<file path="src/reset_ctrl_consts.vh">
// Register offsets, field positions and reset values of the reset block
`ifndef RESET_CTRL_CONSTS_VH
`define RESET_CTRL_CONSTS_VH

`define RRQ0_OFFSET 12'h040
`define RRQ1_OFFSET 12'h044
`define RRQ_RESET 32'h0000_0000

// Implemented bits of request register 0
`define RRQ0_PWM_BIT 20
`define RRQ0_HIB_BIT 6
`define RRQ0_WDOG_BIT 3
`define RRQ0_IMPL_MASK 32'h0010_0048

// Implemented bits of request register 1
`define RRQ1_CMP2_BIT 26
`define RRQ1_CMP1_BIT 25
`define RRQ1_CMP0_BIT 24
`define RRQ1_GPC3_BIT 19
`define RRQ1_GPC0_BIT 16
`define RRQ1_TWU0_BIT 12
`define RRQ1_QENC0_BIT 8
`define RRQ1_SYNC1_BIT 5
`define RRQ1_SYNC0_BIT 4
`define RRQ1_ASYNC2_BIT 2
`define RRQ1_ASYNC0_BIT 0
`define RRQ1_IMPL_MASK 32'h070F_1137

// AHB encodings
`define HTRANS_NONSEQ 2'b10
`define HTRANS_SEQ 2'b11
`define HRESP_OKAY 1'b0

`endif

</file>
<file path="src/ahb_slave_port.v">
// AHB-Lite slave front end: captures address phase, issues strobes
`timescale 1ns/100ps
`include "reset_ctrl_consts.vh"

module ahb_slave_port #(
  parameter ADDR_W = 12
) (
  // Clock and reset
  input wire ref_clk_i,
  input wire rst_i,
  // AHB-Lite slave
  input wire hsel_i,
  input wire [31:0] haddr_i,
  input wire [1:0] htrans_i,
  input wire hwrite_i,
  input wire [2:0] hsize_i,
  input wire hready_i,
  output wire hreadyout_o,
  output wire hresp_o,
  // Register strobes
  output wire wr_en_o,
  output wire [ADDR_W-1:0] wr_addr_o,
  output wire [ADDR_W-1:0] rd_addr_o
);

  reg wr_pend_q;
  reg [ADDR_W-1:0] addr_q;
  wire take;

  // Zero wait states: write data arrives in the following data phase
  assign take = hsel_i & hready_i & htrans_i[1];
  assign hreadyout_o = 1'b1;
  assign hresp_o = `HRESP_OKAY;
  assign wr_en_o = wr_pend_q;
  assign wr_addr_o = addr_q;
  assign rd_addr_o = haddr_i[ADDR_W-1:0];

  always @(posedge ref_clk_i or posedge rst_i) begin
    if (rst_i) begin
      wr_pend_q <= 1'b0;
      addr_q <= {ADDR_W{1'b0}};
    end else if (hready_i) begin
      wr_pend_q <= take & hwrite_i;
      addr_q <= haddr_i[ADDR_W-1:0];
    end
  end

endmodule // ahb_slave_port

</file>
<file path="src/reset_req_reg.v">
// One masked peripheral reset request register
`timescale 1ns/100ps
`include "reset_ctrl_consts.vh"

module reset_req_reg #(
  parameter [31:0] IMPL_MASK = 32'h0000_0000
) (
  // Clock and reset
  input wire ref_clk_i,
  input wire rst_i,
  // Write port
  input wire wr_en_i,
  input wire [31:0] wdata_i,
  input wire [31:0] cap_i,
  // Contents
  output wire [31:0] value_o
);

  reg [31:0] req_q;
  wire [31:0] req_d;

  // Absent units and reserved bits never take a one
  assign req_d = wdata_i & cap_i & IMPL_MASK;
  assign value_o = req_q;

  always @(posedge ref_clk_i or posedge rst_i) begin
    if (rst_i) begin
      req_q <= `RRQ_RESET;
    end else if (wr_en_i) begin
      req_q <= req_d;
    end
  end

endmodule // reset_req_reg

</file>
<file path="src/peripheral_soft_reset_control.v">
// Software peripheral reset request registers behind an AHB-Lite slave
// How it works
// - Request register 0 at 0x040, resets zero
// - Register 0 writes gated by capability 1
// - Bit 20 resets the pulse-width modulator
// - Bit 6 resets the hibernation unit
// - Bit 3 resets the watchdog
// - Request register 1 at 0x044, resets zero
// - Register 1 writes gated by capability 2
// - Bits 26..24 reset comparators 2..0
// - Bits 19..16 reset timers 3..0
// - Bit 12 resets two-wire unit 0
// - Reserved bits read zero, ignore writes
// - Bit 8 resets quadrature encoder 0
// - Bits 5,4 reset sync serial 1,0
// - Bits 2..0 reset async serial 2..0
//
// Added by the designer: the AHB-Lite interface to the registers.
`timescale 1ns/100ps
`include "reset_ctrl_consts.vh"

module peripheral_soft_reset_control #(
  parameter ADDR_W = 12
) (
  // Clock and reset
  input wire ref_clk_i,
  input wire rst_i,
  // AHB-Lite slave
  input wire hsel_i,
  input wire [31:0] haddr_i,
  input wire [1:0] htrans_i,
  input wire hwrite_i,
  input wire [2:0] hsize_i,
  input wire hready_i,
  input wire [31:0] hwdata_i,
  output wire [31:0] hrdata_o,
  output wire hreadyout_o,
  output wire hresp_o,
  // Device capability words
  input wire [31:0] capability_register_1_i,
  input wire [31:0] capability_register_2_i,
  // Peripheral reset requests, active high
  output wire pwm_unit_reset_o,
  output wire hibernation_unit_reset_o,
  output wire watchdog_unit_reset_o,
  output wire comparator_0_reset_o,
  output wire comparator_1_reset_o,
  output wire comparator_2_reset_o,
  output wire gp_counter_0_reset_o,
  output wire gp_counter_1_reset_o,
  output wire gp_counter_2_reset_o,
  output wire gp_counter_3_reset_o,
  output wire two_wire_unit_0_reset_o,
  output wire quadrature_encoder_0_reset_o,
  output wire sync_serial_0_reset_o,
  output wire sync_serial_1_reset_o,
  output wire async_serial_0_reset_o,
  output wire async_serial_1_reset_o,
  output wire async_serial_2_reset_o
);

  wire wr_en;
  wire [ADDR_W-1:0] wr_addr;
  wire [ADDR_W-1:0] rd_addr;
  wire [31:0] rrq0;
  wire [31:0] rrq1;
  reg [31:0] rdata_q;
  reg [31:0] rdata_d;
  reg rd_take;

  function hit;
    input [ADDR_W-1:0] addr;
    input [ADDR_W-1:0] offs;
    begin
      hit = (addr[ADDR_W-1:2] == offs[ADDR_W-1:2]);
    end
  endfunction

  ahb_slave_port #(
    .ADDR_W(ADDR_W)
  ) u_port (
    .ref_clk_i(ref_clk_i),
    .rst_i(rst_i),
    .hsel_i(hsel_i),
    .haddr_i(haddr_i),
    .htrans_i(htrans_i),
    .hwrite_i(hwrite_i),
    .hsize_i(hsize_i),
    .hready_i(hready_i),
    .hreadyout_o(hreadyout_o),
    .hresp_o(hresp_o),
    .wr_en_o(wr_en),
    .wr_addr_o(wr_addr),
    .rd_addr_o(rd_addr)
  );

  reset_req_reg #(
    .IMPL_MASK(`RRQ0_IMPL_MASK)
  ) u_rrq0 (
    .ref_clk_i(ref_clk_i),
    .rst_i(rst_i),
    .wr_en_i(wr_en & hit(wr_addr, `RRQ0_OFFSET)),
    .wdata_i(hwdata_i),
    .cap_i(capability_register_1_i),
    .value_o(rrq0)
  );

  reset_req_reg #(
    .IMPL_MASK(`RRQ1_IMPL_MASK)
  ) u_rrq1 (
    .ref_clk_i(ref_clk_i),
    .rst_i(rst_i),
    .wr_en_i(wr_en & hit(wr_addr, `RRQ1_OFFSET)),
    .wdata_i(hwdata_i),
    .cap_i(capability_register_2_i),
    .value_o(rrq1)
  );

  // reserved read zero, unmapped reads zero
  always @* begin
    rd_take = hsel_i & hready_i & htrans_i[1] & ~hwrite_i;
    rdata_d = 32'h0000_0000;
    if (hit(rd_addr, `RRQ0_OFFSET)) begin
      rdata_d = rrq0;
    end else if (hit(rd_addr, `RRQ1_OFFSET)) begin
      rdata_d = rrq1;
    end
  end

  // Read data registered in address phase, stands through data phase
  always @(posedge ref_clk_i or posedge rst_i) begin
    if (rst_i) begin
      rdata_q <= 32'h0000_0000;
    end else if (rd_take) begin
      rdata_q <= rdata_d;
    end
  end

  assign hrdata_o = rdata_q;

  assign pwm_unit_reset_o = rrq0[`RRQ0_PWM_BIT];
  assign hibernation_unit_reset_o = rrq0[`RRQ0_HIB_BIT];
  assign watchdog_unit_reset_o = rrq0[`RRQ0_WDOG_BIT];
  assign comparator_2_reset_o = rrq1[`RRQ1_CMP2_BIT];
  assign comparator_1_reset_o = rrq1[`RRQ1_CMP1_BIT];
  assign comparator_0_reset_o = rrq1[`RRQ1_CMP0_BIT];
  assign gp_counter_3_reset_o = rrq1[`RRQ1_GPC3_BIT];
  assign gp_counter_2_reset_o = rrq1[`RRQ1_GPC0_BIT + 2];
  assign gp_counter_1_reset_o = rrq1[`RRQ1_GPC0_BIT + 1];
  assign gp_counter_0_reset_o = rrq1[`RRQ1_GPC0_BIT];
  assign two_wire_unit_0_reset_o = rrq1[`RRQ1_TWU0_BIT];
  assign quadrature_encoder_0_reset_o = rrq1[`RRQ1_QENC0_BIT];
  assign sync_serial_1_reset_o = rrq1[`RRQ1_SYNC1_BIT];
  assign sync_serial_0_reset_o = rrq1[`RRQ1_SYNC0_BIT];
  assign async_serial_2_reset_o = rrq1[`RRQ1_ASYNC2_BIT];
  assign async_serial_1_reset_o = rrq1[`RRQ1_ASYNC0_BIT + 1];
  assign async_serial_0_reset_o = rrq1[`RRQ1_ASYNC0_BIT];

endmodule // peripheral_soft_reset_control

</file>
<file path="config.mk">
export PLATFORM = sky130hd
export DESIGN_NAME = peripheral_soft_reset_control
export DESIGN_NICKNAME = d
export VERILOG_FILES = /design/src/ahb_slave_port.v /design/src/reset_req_reg.v /design/src/peripheral_soft_reset_control.v
export VERILOG_INCLUDE_DIRS = /design/src
export SDC_FILE = /design/constraint.sdc
export NUM_CORES = 1
export LEC_CHECK = 0
export ABC_AREA = 1
export BUFFER_PORTS_ARGS = -buffer_cell sky130_fd_sc_hd__buf_4
export CORE_ASPECT_RATIO = 0.9
export CORE_MARGIN = 5
export CORE_UTILIZATION = 25
export CTS_CLUSTER_SIZE = 10
export DETAILED_ROUTE_END_ITERATION = 10
export GPL_TIMING_DRIVEN = 0
export PLACE_DENSITY_LB_ADDON = 0.12
export SLEW_MARGIN = 25
export SYNTH_ARGS = -nofsm -noshare
export SYNTH_HDL_FRONTEND = slang
export SYNTH_SLANG_ARGS = --single-unit
export TNS_END_PERCENT = 50
</file>
<file path="constraint.sdc">
create_clock -name ref_clk_i -period 3.46 [get_ports ref_clk_i]
set_clock_uncertainty 0.15 [all_clocks]
set_input_delay 0.519 -clock ref_clk_i [delete_from_list [all_inputs] [get_ports ref_clk_i]]
set_output_delay 0.519 -clock ref_clk_i [all_outputs]
set_load 0.1 [all_outputs]
</file>
**Yosys cells after proc, flatten, opt, wreduce, memory -nomap -nowiden**

Cells that the tools add are included.

- Register bits after elaboration: 62
- Word-level logic and storage cells: 20

- Equal/unequal tests: 4
- Mux-type cells: 2
- Bitwise gates (word level): 9

Operator list:

| kind | count |
|---|---|
| 27-bit two-way mux | 2 |
| 10-bit by 5-bit == test with 1-bit output, second input constant | 4 |
| 27-bit bitwise AND | 1 |
| 21-bit bitwise AND | 1 |
| 1-bit bitwise AND | 6 |
| 1-bit NOT | 1 |

**Longest topological paths before layout**

- Depth in word-level cells: 3
- Mapped depth: 7
- Depth with buffers taken out: 6

**Cells and area by module**

From an unflattened synthesis, not the netlist that was laid out.

- Cells, all modules: 472
- Area, all modules: 3647.2 sq um

By module, submodules not included:

| module | instances | cells an instance | area each (sq um) | seq. area each (sq um) |
|---|---|---|---|---|
| peripheral_soft_reset_control | 1 | 276 | 1999.4 | 800.8 |
| reset_req_reg (u_rrq1) | 1 | 79 | 690.7 | 350.3 |
| ahb_slave_port | 1 | 73 | 615.6 | 325.3 |
| reset_req_reg (u_rrq0) | 1 | 44 | 341.6 | 75.1 |

**Worst setup path before layout**

Ideal clock, no wire load.

- Kind: reg2out
- From: register u_rrq1.req_q[0], in the netlist u_rrq1.value_o[0]
- To: output async_serial_0_reset_o
- Arrival: 0.912 ns
- Data required time: 2.791 ns
- Setup slack: 1.879 ns
- Cell stages (with the launch flop): 1
- Path buffers: 0
- Cell sequence: dfrtp_1

RTL lines:

| what | line | source |
|---|---|---|
| from (decl) | reset_req_reg.v:19 | `reg [31:0] req_q;` |
| from (signal assigned) | reset_req_reg.v:28 | `` req_q <= `RRQ_RESET; `` |
| from (signal assigned) | reset_req_reg.v:30 | `req_q <= req_d;` |
| to (decl) | peripheral_soft_reset_control.v:57 | `output wire async_serial_0_reset_o,` |

No word-level cell between the ends.

**Worst setup path after layout**

- From: register u_rrq0.req_q[3], in the netlist u_rrq0.value_o[3]
- To: output watchdog_unit_reset_o

RTL lines:

| what | line | source |
|---|---|---|
| from (decl) | reset_req_reg.v:19 |  |
| from (signal assigned) | reset_req_reg.v:28 |  |
| from (signal assigned) | reset_req_reg.v:30 |  |
| to (decl) | peripheral_soft_reset_control.v:45 | `output wire watchdog_unit_reset_o,` |

No word-level cell between the ends.

==> impl_metrics.py <==
metrics = {
    "synth": {
        "synth_top_area_share_pct": 51.4,
        "synthTopCellsByArea": "dfrtp_1, nand2_1, buf_4, nand3b_1, nand3_1",
        "ys_types": 20,
        "synth_top_area_cell": "dfrtp_1",
        "ys.warnings.count": 0,
        "synth_seq_cells": 45,
        "synth-seq-area-share_pct": 51.4,
        "syn_area_sq_um": 2190,
        "syn_area_per_cell_sq_um": 8.97,
        "synthCells": 244,
    },
    "cells_and_area": {
        "diodes": 0,
        "finalNonFillerCells": 468,
        "area_growth_pct": 42.3,
        "layout-drive-gt1-share_pct": 36.4,
        "fill_cells": 920,
        "nets": 487,
        "multi_input_area_sq_um": 873,
        "register_area_sq_um": 1130,
    },
    "clock_tree": {
        "numCtsBuffers": 5,
        "ctsHoldBuffers": 0,
        "htreeDepth": 2,
        "post_cts_buffers": 0,
        "clkLatencyLatePin_ns": 0.29,
        "post_cts_resized": 0,
        "root_buffer": "clkbuf_8",
        "cts_tree": "built",
        "cts.sinks": 45,
        "clkTransAtPathRegs_ns": 0.09,
        "clockBufferDepth": 2,
    },
    "worst_setup_path": {
        "r2r_end": "u_rrq1.value_o[12]$_DFFE_PP0P_",
        "worst_ep_arrival_time_ns": 1.00,
        "critPathCaptureType": "output port",
        "crit_family": "flip-flops",
        "worstPathCellList": "buf_4",
        "rr_worst_depth": 7,
        "path_depth": 1,
        "slowest_stage": "dfrtp_1",
        "worst-path-max-fanout": 3,
        "slowest_delay_ns": 0.40,
        "critical_path_class": "reg2out",
        "startpoint_type": "register",
        "crit_required_ns": 2.79,
        "crit_buf_inv": 1,
        "rrSetupSlack_ns": 1.98,
        "rr_startpoint": "u_port.wr_addr_o[4]$_DFFE_PP0P_",
    },
    "timing": {
        "hold_slack_ns": 0.0616,
        "fmaxAchievable_mhz": 600,
        "min_period_ns": 1.67,
        "worst_pin_slew_ns": 0.556,
        "setup_viol": 0,
        "setup_tns_ns": 0,
        "hold_violations": 0,
        "drv_slew": 0,
        "fin_crit_sh_pct": 48.2,
        "rsz0062_at_grt": "false",
        "max_slew_margin_pct": 62.9,
    },
    "placement": {
        "gp_congestion": 0.704,
        "dpl.cell_count": 461,
        "dpl.hpwl_mm": 4.58,
        "io_buffers": 82,
    },
    "power": {
        "power_leakage_uw": 0.00169,
        "seqPwrFrac_pct": 48.9,
        "p_clk_share_pct": 29.4,
        "p_sw_share_pct": 31.1,
        "power_switching_uw": 351,
        "irDropWorstVdd_mv": 0.142,
        "power.density_nw_per_um2": 362,
        "power.internal_uw": 777,
        "comb_power_share_pct": 21.8,
    },
    "floorplan": {
        "die_w_um": 109,
        "fp-row-count": 32,
        "chipHeight_um": 98.8,
        "core_sq_um": 8570,
        "ios": 189,
        "initial_utilization_pct": 25.6,
        "dieArea_sq_um": 10700,
    },
    "detailed_routing": {
        "vias": 1821,
        "post_drt_via_cell_ratio": 3.89,
        "drtIter0Drc": 40,
        "antenna_left": 0,
        "totalWireLength_mm": 5.90,
        "dr.pass1.iters": 5,
        "wl_per_cell_um": 12.6,
        "drc": 0,
    },
    "grt": {
        "grtUsageMet3_pct": 2.49,
        "grt_pass1_vias": 1872,
        "track_usage_pct": 11.3,
        "met2_usage_pct": 18.1,
        "grt.busiest_layer": "met2",
        "met1_usage_pct": 15.5,
        "antenna_found_initial": 0,
        "grt-ovfl-total": 0,
        "grt_pass1_wl_mm": 9.51,
        "grt_max_degree": 30,
    },
    "flow_run": {
        "max-cap-violations": 0,
    },
    "outcome": {
        "status": "complete, no violations",
    },
    "min_path": {
        "hp-class": "in2async",
    },
}
placed cells by master, fill, tap and decap left out, drive strengths merged:
master and count:
clkbuf 8, conb 17, nand4 2, buf 108, nand3b 17, o21ai 4
nand3 19, nand2 93, a21oi 2, mux2 5, nor2 17, inv 12
dfrtp 45
through the flow:
stage	total power [uW]	cell area (sq um)	worst slack, ns	utilization, %
final	1130	3120	1.79	36.4
after global routing	1180	3120	1.72	36.4
after CTS	1140	3120	1.77	36.4
after detailed placement	810	3030	1.67	35.4
after global placement	805	3010	0.980	35.1
after floorplan	739	2250	1.73	-
cells by family after synthesis:
logic type	count (synthesis)	synth area share (%)
AO/OA/AOI/OAI	6	1.37
buffers and inverters	38	11.3
flip-flops	45	51.4
multiplexers	5	2.57
other	2	0.343
AND/OR/NAND/NOR	148	33.0
state kept, by name, summed over array words and instances, names as in the netlist:
| register | count |
|---|---|
| hrdata_o | 17 |
| u_rrq1.value_o | 14 |
| u_port.wr_addr_o | 10 |
| u_rrq0.value_o | 3 |
| u_port.wr_en_o | 1 |
per-layer routing:
layer  wire length [um]  part of all wire (%)  up-vias
met5                  0                     0        -
met4                 53                  0.90        0
met3                316                   5.4        2
met2               2920                    49       45
met1               2620                    44      831
li1                   -                     -      943
worst max path at each step:
stage	start	endpoint	slack (ns)
after floorplan	rst_i	hrdata_o[0]$_DFFE_PP0P_	1.73
after global placement	rst_i	u_rrq0.value_o[6]$_DFFE_PP0P_	0.98
after detailed placement	haddr_i[3]	hrdata_o[12]$_DFFE_PP0P_	1.67
after CTS	u_rrq1.value_o[0]$_DFFE_PP0P_	async_serial_0_reset_o	1.77
after global routing	u_rrq0.value_o[3]$_DFFE_PP0P_	watchdog_unit_reset_o	1.72
final	u_rrq0.value_o[3]$_DFFE_PP0P_	watchdog_unit_reset_o	1.79
power by group through the flow:
stage | clock network, uW | logic (uW) | registers, uW
5_1_grt | 366 | 263 | 554
2_1_floorplan | 0 | 145 | 594
4_1_cts | 343 | 248 | 552
3_3_place_gp | 0 | 244 | 562
6_report | 331 | 245 | 551
3_5_place_dp | 0 | 248 | 562
cell type report:
cell class / count / share of cell area (%)
flip-flops and latches: 45 / 36.1
multi-input cells: 176 / 28.0
inverters: 12 / 1.45
repair buffers: 83 / 20.4
clock buffers: 7 / 2.77
plain buffers: 26 / 6.46
well taps: 119 / 4.78
synth_stat cells:
master and instances:
buf_6 4, nand4_4 1, conb_1 2, nand3_1 18
inv_1 12, buf_4 19, o21ai_0 4, buf_2 2
dfrtp_1 45, nand3_2 1, nand4_1 1, nand2_1 92
nor2_8 2, nand3b_1 17, mux2_2 5, clkbuf_1 1
nor2_4 2, a21oi_1 2, nand2_4 1, nor2_1 13
(Power assumes the default switching activity.)
